[src/logic/ccr_pkg.sv]
// constants, field layouts and carrier types for the converter config registers
// assumes a serial-port core that presents one parallel byte access per transaction
`default_nettype none
package ccr_pkg;
	// ==========================================================
	// addresses and field positions
	localparam logic [12:0] ADDR_CHAN = 13'h0005;
	localparam logic [12:0] ADDR_PWR = 13'h0008;
	localparam logic [12:0] ADDR_GCLK = 13'h0009;
	localparam logic [12:0] ADDR_DIV = 13'h000b;
	localparam logic [12:0] ADDR_TEST = 13'h000d;
	localparam logic [12:0] ADDR_TRIM = 13'h0010;
	localparam logic [12:0] ADDR_OUT = 13'h0014;
	localparam logic [12:0] ADDR_PHASE = 13'h0016;
	localparam logic [12:0] ADDR_XFER = 13'h00ff;
	localparam int XFER_BIT = 0;
	localparam int PIN_FN_BIT = 5;
	localparam int DCS_BIT = 0;
	localparam int PNL_BIT = 5;
	localparam int PNS_BIT = 4;
	localparam int DRIVE_BIT = 7;
	localparam int OTYPE_BIT = 6;
	localparam int ILV_BIT = 5;
	localparam int OEN_BIT = 4;
	localparam int INV_BIT = 2;
	localparam int DCO_INV_BIT = 7;
	// ==========================================================
	// reset values and pattern words
	localparam logic [1:0] CHAN_RST = 2'h3;
	localparam logic [13:0] PAT_MID = 14'h2000;
	localparam logic [13:0] PAT_POS = 14'h3fff;
	localparam logic [13:0] PAT_NEG = 14'h0000;
	localparam logic [13:0] PAT_CHK = 14'h2aaa;
	localparam logic [22:0] PNL_SEED = 23'h7f_ffff;
	localparam logic [8:0] PNS_SEED = 9'h1ff;
	// ==========================================================
	// modes
	typedef enum logic [1:0] {PWR_NORMAL = 2'b00, PWR_OFF = 2'b01, PWR_STBY = 2'b10} ccr_pwr_t;
	typedef enum logic [1:0] {FMT_OBIN = 2'b00, FMT_TWOS = 2'b01, FMT_GRAY = 2'b10} ccr_fmt_t;
	typedef enum logic [2:0] {
		TM_OFF = 3'b000, TM_MID = 3'b001, TM_POS = 3'b010, TM_NEG = 3'b011,
		TM_CHK = 3'b100, TM_PNL = 3'b101, TM_PNS = 3'b110, TM_TOGGLE = 3'b111
	} ccr_test_t;
	typedef struct packed {
		logic [1:0] pwr;
		logic pnl_rst;
		logic pns_rst;
		logic [2:0] test;
		logic [5:0] trim;
		logic oe_n;
		logic inv;
		logic [1:0] fmt;
	} ccr_ch_t;
	typedef struct packed {
		logic pin_stby;
		logic dcs;
		logic [2:0] div;
		logic [2:0] phase;
		logic dco_inv;
		logic drive;
		logic otype;
		logic ileave;
	} ccr_glb_t;
	localparam ccr_ch_t CH_RST = '0;
	localparam ccr_glb_t GLB_RST = '{dcs: 1'b1, default: '0};
endpackage
`default_nettype wire

[src/logic/ccr_top.sv]
// shadowed configuration registers plus the output data path they steer
// assumes a serial-port core on clk issuing one-cycle reg_wr/reg_rd strobes
//
// Function
// - setting transfer bit copies all shadow values into active registers together.
// - shadowed writes change only readback until transfer; transfer bit then clears itself.
// - local writes go to indexed channels; dual-select read returns channel A.
// - internal power code 00/11 normal, 01 full power-down, 10 standby.
// - global bit picks power-down pin action: 0 full power-down, 1 standby.
// - global clock bit 0 enables duty-cycle stabilizer, set after reset.
// - clock divide field divides input clock by field value plus one.
// - any divide code except 000 forces duty-cycle stabilization on.
// - test field picks off, midscale, +FS, -FS, checkerboard, PN long/short, toggle.
// - selected test pattern replaces converted samples on output data pins.
// - separate test bits hold long and short PN generators at their seeds.
// - global output type bit: 0 CMOS, 1 LVDS.
// - output mode holds interleave bit and per-channel enable-bar and invert bits.
// - format code 00/11 offset binary, 01 twos complement, 10 Gray.
// - bit 7 of output mode picks full or reduced drive strength.
// - divider phase field delays divider input by 0 to 7 input clocks.
`timescale 1ns/1ps
`default_nettype none
module ccr_top
	import ccr_pkg::*;
(
	input wire logic clk,
	input wire logic reset,
	input wire logic reg_wr,
	input wire logic reg_rd,
	input wire logic [12:0] reg_addr,
	input wire logic [7:0] reg_wdata,
	output logic [7:0] reg_rdata,
	input wire logic pdwn_pin,
	input wire logic [1:0][13:0] sample,
	output logic [1:0][13:0] dout,
	output ccr_glb_t glb_active,
	output ccr_ch_t [1:0] ch_active,
	output ccr_pwr_t [1:0] ch_power,
	output logic dcs_on,
	output logic [3:0] div_ratio
);
	// ==========================================================
	// helpers
	function automatic ccr_pwr_t pwr_dec(input logic [1:0] code);
		case (code)
			2'b01: pwr_dec = PWR_OFF;
			2'b10: pwr_dec = PWR_STBY;
			default: pwr_dec = PWR_NORMAL;
		endcase
	endfunction

	function automatic ccr_ch_t ch_wr(input ccr_ch_t c, input logic [12:0] a, input logic [7:0] d);
		ch_wr = c;
		case (a)
			ADDR_PWR: ch_wr.pwr = d[1:0];
			ADDR_TEST:
			begin
				ch_wr.pnl_rst = d[PNL_BIT];
				ch_wr.pns_rst = d[PNS_BIT];
				ch_wr.test = d[2:0];
			end
			ADDR_TRIM: ch_wr.trim = d[5:0];
			ADDR_OUT:
			begin
				ch_wr.oe_n = d[OEN_BIT];
				ch_wr.inv = d[INV_BIT];
				ch_wr.fmt = d[1:0];
			end
			default: ch_wr = c;
		endcase
	endfunction

	function automatic logic [13:0] fmt_apply(input logic [13:0] v, input logic [1:0] f, input logic inv);
		logic [13:0] r;
		r = v;
		case (f)
			FMT_TWOS: r = {~v[13], v[12:0]};
			FMT_GRAY: r = v ^ (v >> 1);
			default: r = v;
		endcase
		fmt_apply = inv ? ~r : r;
	endfunction

	// ==========================================================
	// shadow and active registers
	ccr_ch_t [1:0] sh_q;
	ccr_glb_t gsh_q;
	logic [1:0] chan_q;
	logic xfer_q;
	ccr_glb_t gsh_d;
	wire xfer_cmd = reg_wr && reg_addr == ADDR_XFER && reg_wdata[XFER_BIT];
	wire [12:0] a = reg_addr;
	wire [7:0] d = reg_wdata;

	always_comb
	begin
		gsh_d = gsh_q;
		if (reg_wr)
		begin
			case (a)
				ADDR_PWR: gsh_d.pin_stby = d[PIN_FN_BIT];
				ADDR_GCLK: gsh_d.dcs = d[DCS_BIT];
				ADDR_DIV: gsh_d.div = d[2:0];
				ADDR_OUT:
				begin
					gsh_d.drive = d[DRIVE_BIT];
					gsh_d.otype = d[OTYPE_BIT];
					gsh_d.ileave = d[ILV_BIT];
				end
				ADDR_PHASE:
				begin
					gsh_d.dco_inv = d[DCO_INV_BIT];
					gsh_d.phase = d[2:0];
				end
				default: gsh_d = gsh_q;
			endcase
		end
	end

	always_ff @(posedge clk)
	begin
		if (reset)
		begin
			sh_q <= {CH_RST, CH_RST};
			gsh_q <= GLB_RST;
			chan_q <= CHAN_RST;
		end
		else
		begin
			gsh_q <= gsh_d;
			if (reg_wr && a == ADDR_CHAN)
				chan_q <= d[1:0];
			for (int c = 0; c < 2; c++)
				if (reg_wr && chan_q[c])
					sh_q[c] <= ch_wr(sh_q[c], a, d);
		end
	end

	// active copies move only on the cycle the transfer bit is seen set
	always_ff @(posedge clk)
	begin
		if (reset)
		begin
			xfer_q <= 1'b0;
			ch_active <= {CH_RST, CH_RST};
			glb_active <= GLB_RST;
		end
		else
		begin
			xfer_q <= xfer_cmd;
			if (xfer_q)
			begin
				ch_active <= sh_q;
				glb_active <= gsh_q;
			end
		end
	end

	// ==========================================================
	// readback shows shadow contents; channel A wins when both are selected
	wire rc = !chan_q[0];
	ccr_ch_t rch;
	logic [7:0] rd_d;
	assign rch = sh_q[rc];

	always_comb
	begin
		case (a)
			ADDR_CHAN: rd_d = {6'h00, chan_q};
			ADDR_PWR: rd_d = {2'b00, gsh_q.pin_stby, 3'b000, rch.pwr};
			ADDR_GCLK: rd_d = {7'h00, gsh_q.dcs};
			ADDR_DIV: rd_d = {5'h00, gsh_q.div};
			ADDR_TEST: rd_d = {2'b00, rch.pnl_rst, rch.pns_rst, 1'b0, rch.test};
			ADDR_TRIM: rd_d = {2'b00, rch.trim};
			ADDR_OUT: rd_d = {gsh_q.drive, gsh_q.otype, gsh_q.ileave, rch.oe_n, 1'b0, rch.inv, rch.fmt};
			ADDR_PHASE: rd_d = {gsh_q.dco_inv, 4'h0, gsh_q.phase};
			ADDR_XFER: rd_d = {7'h00, xfer_q};
			default: rd_d = 8'h00;
		endcase
	end

	always_ff @(posedge clk)
	begin
		if (reset)
			reg_rdata <= 8'h00;
		else if (reg_rd)
			reg_rdata <= rd_d;
	end

	// ==========================================================
	// power-down pin: a level is accepted once stages two and three agree
	logic [2:0] pin_s_q;
	logic pd_q;

	always_ff @(posedge clk)
	begin
		if (reset)
		begin
			pin_s_q <= 3'b000;
			pd_q <= 1'b0;
		end
		else
		begin
			pin_s_q <= {pin_s_q[1:0], pdwn_pin};
			if (pin_s_q[1] == pin_s_q[2])
				pd_q <= pin_s_q[2];
		end
	end

	// ==========================================================
	// power state and clock controls; the divider itself sits in the clock path outside
	always_ff @(posedge clk)
	begin
		if (reset)
		begin
			ch_power <= '{PWR_NORMAL, PWR_NORMAL};
			dcs_on <= 1'b1;
			div_ratio <= 4'h1;
		end
		else
		begin
			for (int c = 0; c < 2; c++)
				if (pd_q)
					ch_power[c] <= glb_active.pin_stby ? PWR_STBY : PWR_OFF;
				else
					ch_power[c] <= pwr_dec(ch_active[c].pwr);
			dcs_on <= glb_active.dcs || glb_active.div != 3'b000;
			div_ratio <= {1'b0, glb_active.div} + 4'h1;
		end
	end
	// leave through glb_active and ch_active unchanged

	// ==========================================================
	// pattern generators and output data path
	logic [1:0][22:0] pnl_q;
	logic [1:0][8:0] pns_q;
	logic tog_q;
	logic [1:0][13:0] pat;

	always_ff @(posedge clk)
	begin
		if (reset)
		begin
			pnl_q <= {PNL_SEED, PNL_SEED};
			pns_q <= {PNS_SEED, PNS_SEED};
			tog_q <= 1'b0;
		end
		else
		begin
			tog_q <= !tog_q;
			for (int c = 0; c < 2; c++)
			begin
				pnl_q[c] <= ch_active[c].pnl_rst ? PNL_SEED
					: {pnl_q[c][21:0], pnl_q[c][22] ^ pnl_q[c][17]};
				pns_q[c] <= ch_active[c].pns_rst ? PNS_SEED
					: {pns_q[c][7:0], pns_q[c][8] ^ pns_q[c][4]};
			end
		end
	end

	always_comb
	begin
		for (int c = 0; c < 2; c++)
		begin
			case (ch_active[c].test)
				TM_MID: pat[c] = PAT_MID;
				TM_POS: pat[c] = PAT_POS;
				TM_NEG: pat[c] = PAT_NEG;
				TM_CHK: pat[c] = tog_q ? ~PAT_CHK : PAT_CHK;
				TM_PNL: pat[c] = pnl_q[c][13:0];
				TM_PNS: pat[c] = {pns_q[c], pns_q[c][8:4]};
				TM_TOGGLE: pat[c] = tog_q ? PAT_NEG : PAT_POS;
				default: pat[c] = sample[c];
			endcase
		end
	end

	always_ff @(posedge clk)
	begin
		if (reset)
			dout <= '0;
		else
			for (int c = 0; c < 2; c++)
				dout[c] <= fmt_apply(pat[c], ch_active[c].fmt, ch_active[c].inv);
	end
endmodule // ccr_top
`default_nettype wire

[config.mk]
export PLATFORM = sky130hd
export DESIGN_NAME = ccr_top
export DESIGN_NICKNAME = d
export VERILOG_FILES = /design/src/logic/ccr_pkg.sv /design/src/logic/ccr_top.sv
export SDC_FILE = /design/constraint.sdc
export NUM_CORES = 1
export LEC_CHECK = 0
export BUFFER_PORTS_ARGS = -buffer_cell sky130_fd_sc_hd__buf_2
export CAP_MARGIN = 20
export CELL_PAD_IN_SITES_DETAIL_PLACEMENT = 1
export CELL_PAD_IN_SITES_GLOBAL_PLACEMENT = 1
export CORE_MARGIN = 5
export CORE_UTILIZATION = 39
export CTS_BUF_LIST = sky130_fd_sc_hd__clkbuf_16
export DETAILED_ROUTE_END_ITERATION = 16
export PLACE_DENSITY = 0.72
export SLEW_MARGIN = 20
export SYNTH_ARGS = -nofsm -noshare
export SYNTH_HDL_FRONTEND = slang
export SYNTH_SLANG_ARGS = --single-unit
[constraint.sdc]
create_clock -name clk -period 2.1 [get_ports clk]
set_input_delay 0.105 -clock clk [delete_from_list [all_inputs] [get_ports clk]]
set_output_delay 0.105 -clock clk [all_outputs]
set_load 0.01 [all_outputs]
==> impl_metrics.yaml, run 1 <==
grt:
  grt_start_max_net_pins: 83
  grt_pass1_vias: 9531
  antenna_found_initial: 1
  grt_usage_pct: 21.37
  grt_overflow: 0
  grt_pass1_wl_um: 51310
sta:
  rsz0062_at_grt: "true"
  skew_ns: 0.02198
  setup_viol: 0
  fmax_ghz: 0.4901
  slew_viol_final: 0
  period_share_pct: 97.17
  finalHoldViolations: 0
  tightest_slew_ns: 0.7089
  fin_crit_ns: 2.041
  maxSlewHeadroom_pct: 52.65
finish:
  final_nets: 1376
  diodes: 0
  postLayoutCoreUtil_pct: 48.59
  layout-drive-gt1-share_pct: 22.73
  multiInputGateArea_um2: 5470
  nFillCells: 3007
  area_growth_pct: 21.92
  regArea_um2: 4195
drt:
  ant_nets: 0
  drt_iter0_markers: 412
  drc: 0
  via_count: 9263
  drt-wirelength-per-cell_um: 19.18
  vias_per_cell: 5.570
  wl_um: 31900
  first_pass_iters: 5
worst_setup_path:
  crit_path_end: "dout[3]"
  end_kind: "flop"
  r2r-end: "dout[3]"
  reg2reg_setup_slack_ns: 0.06
  worst-path-max-fanout: 11
  crit_arrival_ns: 2.43
  cp_cell_sequence: "ha_4, or4_1, buf_4, o221ai_1, mux2i_1, a31oi_1, o21ai_0"
  r2r-start: "ch_active[1]"
  crit_required_ns: 2.49
  crit_slowest_cell: "dfxtp_1"
  critPathLaunchType: "flop"
  cp-startpoint: "ch_active[1]"
  rr_worst_depth: 7
  cp_slowest_stage_delay_ns: 0.43
  crit_type: "flop to flop"
clock_network:
  cts_tree: "done"
  clock_latency_ns: 0.54
  htree_num_levels: 1
  cts_buffer_depth: 3
  numCtsBuffers: 24
  clkSlewWorstSetupHoldPaths_ns: 0.06
  root_buffer: "clkbuf_16"
  numClockSinks: 209
logic_synthesis:
  yosys.area.top_type: "dfxtp_1"
  synthCells: 1164
  avgSynthCellArea_um2: 8.671
  yosysSeqAreaShare_pct: 41.45
  synth_top_flop_cell: "dfxtp_1"
  synth_area_leaders: "dfxtp_1, mux2i_1, a21oi_1"
  post-synth-top-count-cell: "dfxtp_1"
  yosys-top-cells-count: "dfxtp_1, mux2i_1, nand2_1, nor2_1, a21oi_1"
  synth_edf_count: 0
  yosysUniqueCellTypes: 69
  synthArstFlopShare_pct: 0
  syn_area_um2: 10090
  synth-seq-cells: 209
  yosys.area.top_type_share_pct: 41.45
  synth_nets: 1224
  ys.warnings.count: 0
place:
  numPortBuffers: 144
  place.gp.congestion: 0.8764
  dpl.hpwl_um: 23090
die:
  core_um2: 25330
  die_area_um2: 29200
  rows: 58
  initial_core_util_pct: 39.85
  die_y_um: 170.9
  dieWidth_um: 170.9
  ios: 145
min_path:
  hold_class: "input port to flop"
  hp-start: "reg_addr[9]"
  holdPathStages: 5
power_and_ir_drop:
  ir_drop_mv: 0.5171
  power_mw: 8.516
  power.density_nw_per_um2: 692.0
  p_leak_nw: 4.946
status:
  status: "finished, final reports clean"
flow_run:
  cap_violations: 0
layer usage:
| metal | vias up | track usage [%] | wire (µm) | part of all wire [%] |
|---|---|---|---|---|
| li1 | 4481 | - | - | - |
| met4 | 2 | 6.269 | 901 | 2.8 |
| met5 | - | 0 | 11 | 0.034 |
| met1 | 4509 | 27.42 | 14120 | 44 |
| met3 | 68 | 3.420 | 1394 | 4.4 |
| met2 | 203 | 37.21 | 15470 | 49 |
worst min path at each step:
stage                   end  slack, ns
4_1_cts        reg_rdata[6]       0.04
2_1_floorplan    pin_s_q[0]       0.23
3_5_place_dp     pin_s_q[0]       0.32
5_1_grt        reg_rdata[6]       0.09
3_3_place_gp     pin_s_q[0]       0.31
6_report       reg_rdata[6]       0.07
what timing repair did:
| item | CTS | global route |
|---|---|---|
| gates cloned | 0 | 0 |
| hold endpoints to repair | 52 | 0 |
| pin swaps | 0 | 4 |
| setup buffers | 0 | 5 |
| setup endpoints to repair | 7 | 24 |
| hold buffers | 14 | 0 |
| resized for setup | 3 | 22 |
stage by stage:
stage          instance area, µm²  setup slack (ns)  hold WS [ns]  std cells  setup TNS, ns
2_1_floorplan               10100          -0.04965        0.2332       1164       -0.09929
3_3_place_gp                11300           0.03008        0.3123       1601              0
3_5_place_dp                11300          -0.03570        0.3219       1601       -0.05655
4_1_cts                     12180           0.01473       0.04480       1658              0
5_1_grt                     12310          -0.06026       0.08537       1663        -0.1814
6_report                    12310           0.05941       0.06625       1663              0
where the power goes:
group	total (mW)	internal [mW]	switching [mW]	leakage (nW)
clock	3.92	2.20	1.72	0.365
combinational	0.557	0.228	0.329	2.88
sequential	4.04	4.01	0.0224	1.70
total	8.52	6.45	2.07	4.95
flip-flops by register name, summed over array words and instances, names as in the netlist:
name / count
pnl_q: 46
ch_active: 34
sh_q: 34
dout: 28
pns_q: 18
glb_active: 12
gsh_q: 12
reg_rdata: 8
ch_power: 4
div_ratio: 4
pin_s_q: 3
chan_q: 2
dcs_on: 1
pd_q: 1
tog_q: 1
xfer_q: 1
cell usage in the layout, fill, tap and decap left out, types with 19 or more instances in the layout:
cell / netlist / layout
or2_2: 19 / 19
mux2i_1: 119 / 119
a21oi_1: 87 / 87
nor3_1: 28 / 27
clkbuf_16: 0 / 24
o221ai_1: 21 / 21
a31oi_1: 19 / 19
buf_4: 3 / 58
dfxtp_1: 209 / 202
or3_1: 67 / 67
o21ai_0: 67 / 65
nor2_1: 90 / 90
nand2b_1: 39 / 36
nand2_1: 92 / 92
buf_2: 35 / 143
nand3_1: 37 / 37
area by class of cell:
type	count	area share (%)
Inverter	15	0.4575
Multi-Input combinational cell	843	44.45
Sequential cell	209	34.09
Timing Repair Buffer	223	11.68
Clock buffer	24	4.881
Tap cell	330	3.355
Clock inverter	19	1.078
cell families (layout without fill, tap and decap cells):
family	count (synthesis)	count (layout)	share of synthesized area, %
xor+xnor	7	7	0.6074
mux	126	126	12.77
simple gates	430	430	22.30
fa+ha+maj	6	6	0.7438
compound gates	274	274	17.02
flops	209	209	41.45
buf+inv	112	281	5.107
worst max-delay path, delay by kind of cell (launching register included):
family                     cells  cell delay (ns)
adders and majority gates      1             0.25
muxes                          1             0.13
AOI/OAI and AO/OA              3             0.48
and+or+nand+nor                1             0.39
buffers and inverters          1             0.20
DFF                            1             0.43
Note: power is estimated with default switching activity, not from simulation.
==> inputs of run 2 (changes only) <==
- ABC_AREA: not set -> 1
- CORE_UTILIZATION: 39 -> 36
- PLACE_DENSITY: 0.72 -> 0.71
==> run 2 against run 1 <==
Compared with the run above:
- clock skew down 0.0067 ns
- count of clock-buffer cells in the layout unchanged
- first-iteration DRC count up 4.1%
- final cell count up 11%
- non-clock buffer count down 33
- fmax up 3.3%
- hold slack better by 0.029 ns
- critical path depth unchanged
- routed wire length down 10%
==> impl_metrics.yaml, run 2 <==
status:
  status: "finished, final reports clean"
finish:
  multiInputGateArea_um2: 4094
  largest-register: "pnl_q"
  diodes: 0
  layout_common_cells: "nand2_1, dfxtp_1, inv_1"
  fin_area_um2: 11300
  area_growth_pct: 22.26
  reg_top3: "pnl_q (46), ch_active (34), sh_q (34)"
  postLayoutCoreUtil_pct: 44.76
  nFillCells: 3293
  largest_reg_flops: 46
  final_common_cell: "nand2_1"
  layout-drive-gt1-share_pct: 15.30
  regArea_um2: 4188
  final_nets: 1554
drt:
  via_count: 8950
  drt-wirelength-per-cell_um: 15.53
  drc: 0
  wl_um: 28570
  ant_nets: 0
  vias_per_cell: 4.864
  first_pass_iters: 4
  drt_iter0_markers: 429
die:
  dieWidth_um: 170.3
  die_area_um2: 28990
  initial_core_util_pct: 36.61
  die_y_um: 170.3
  ios: 145
  core_um2: 25250
  rows: 58
power_and_ir_drop:
  ir_drop_mv: 0.7428
  power_mw: 8.722
  power.density_nw_per_um2: 771.5
  p_leak_nw: 5.534
logic_synthesis:
  yosysSeqAreaShare_pct: 45.25
  yosysUniqueCellTypes: 38
  synth_simple_gate_area_share_pct: 27.14
  synth-xor-area-share_pct: 0.3789
  ys.warnings.count: 0
  yosys.area.top_type_share_pct: 45.25
  synth_top_family_by_area: "simple AND/OR/NAND/NOR gates"
  synth-seq-cells: 209
  synthArstFlopShare_pct: 0
  synth-compound-area-share_pct: 15.83
  post-synth-top-count-cell: "nand2_1"
  syn_area_um2: 9246
  synth_area_leaders: "dfxtp_1, nand2_1, inv_1"
  synthAdderAreaFrac_pct: 0.8119
  avgSynthCellArea_um2: 6.921
  yosys.area.top_type: "dfxtp_1"
  synth_edf_count: 0
  synthCells: 1336
  synth_nets: 1396
  yosys-top-cells-count: "nand2_1, dfxtp_1, inv_1, nor2_1, a21oi_1"
  synth_top_flop_cell: "dfxtp_1"
  muxShareOfSynthArea_pct: 0.1083
worst_setup_path:
  crit_arrival_ns: 2.38
  worst-path-max-fanout: 33
  end_kind: "flop"
  cp-startpoint: "chan_q[0]"
  r2r-start: "chan_q[0]"
  crit_type: "flop to flop"
  crit_required_ns: 2.51
  critPathLaunchType: "flop"
place:
  dpl.hpwl_um: 21590
  numPortBuffers: 144
  placed_area_um2: 10360
  place.gp.congestion: 0.8615
sta:
  setup_viol: 0
  fmax_ghz: 0.5064
  fin_crit_ns: 1.975
  tightest_slew_ns: 0.6363
  skew_ns: 0.01530
  rsz0062_at_grt: "false"
  tns_ns: 0
  period_share_pct: 94.03
  slew_viol_final: 0
  finalHoldViolations: 0
  maxSlewHeadroom_pct: 57.42
clock_network:
  cts_setup_buffers: 0
  cts_tree: "done"
  clock_latency_ns: 0.53
  numClockSinks: 209
  clkSlewWorstSetupHoldPaths_ns: 0.06
  htree_num_levels: 1
  numCtsBuffers: 24
  cts_buffer_depth: 3
  root_buffer: "clkbuf_16"
grt:
  grt_start_max_net_pins: 34
  antenna_found_initial: 0
  grt_overflow: 0
  grt_pass1_wl_um: 46350
  grt_usage_pct: 19.50
  grt_pass1_vias: 9105
flow_run:
  cap_violations: 0
min_path:
  hold_class: "input port to flop"
  hp-start: "reg_addr[2]"
==> run 2: changes by cell type in the layout (fill, tap and decap cells not counted), moves of 19 or more <==
cell      before  now
o221ai_1      21    1
or3_1         67    0
nand2b_1      36    0
nand4_1        6   32
nor3_1        27    8
o21ai_0       65  120
nor2_1        90  170
a31oi_1       19    0
a21oi_1       87  126
nand3_1       37   90
mux2i_1      119    1
inv_1         15  173
buf_4         58   27
nand2_1       92  292
==> run 2: final timing paths <==
kind,cells past startpoint,end,slack [ns]
setup / recovery,7,reg_rdata[4],0.13
hold / removal,5,chan_q[1],0.1
hold reg to reg,2,pin_s_q[1],0.41
setup reg to reg,7,reg_rdata[4],0.13
==> run 2: report_power, final <==
part | switching, mW | internal [mW] | total [mW]
Clock | 1.66 | 2.56 | 4.22
Sequential | 0.0215 | 4.01 | 4.04
Combinational | 0.290 | 0.176 | 0.466
Total | 1.97 | 6.75 | 8.72
==> run 2: repair_timing <==
action,in CTS,in global routing
endpoints found under the setup margin,0,13
resized for setup,0,6
hold buffers,15,0
endpoints found under the hold margin,44,0
==> run 2: final cells by class <==
class	count	area share, %
Clock buffer	24	5.313
Clock inverter	18	1.693
Inverter	177	5.877
Multi-Input combinational cell	892	36.21
Sequential cell	209	37.04
Tap cell	330	3.652
Timing Repair Buffer	190	10.20
==> run 2: logic make-up (layout without fill, tap and decap cells) <==
group	after synthesis	in the layout
simple gates	603	603
compound gates	278	278
fa+ha+maj	6	6
mux	1	1
xor+xnor	4	4
buf+inv	235	409
flops	209	209
==> run 2: critical path: stages, from the launching register on <==
cell and delay, ns:
dfxtp_1 0.45, buf_12 0.22, nor2_1 0.07, a21oi_1 0.19, o221ai_1 0.19, nand2_1 0.09
a21oi_1 0.06, dlygate4sd3_1 0.57
==> run 2: stage by stage <==
stage          hold slack [ns]  worst slack, ns  instances
5_1_grt                 0.1355         0.008407       1840
4_1_cts                0.07725          0.04641       1840
6_report               0.09522           0.1254       1840
2_1_floorplan           0.2120           0.3603       1336
3_5_place_dp            0.3172          0.07005       1783
3_3_place_gp            0.3095          0.07411       1783
==> run 2: layer usage <==
| layer | vias to the layer above | routed length (µm) | global-route usage [%] |
|---|---|---|---|
| met1 | 4138 | 13240 | 25.33 |
| met2 | 177 | 13370 | 33.63 |
| met5 | - | 0 | 0 |
| met3 | 43 | 1284 | 3.298 |
| li1 | 4592 | - | - |
| met4 | 0 | 680 | 5.139 |
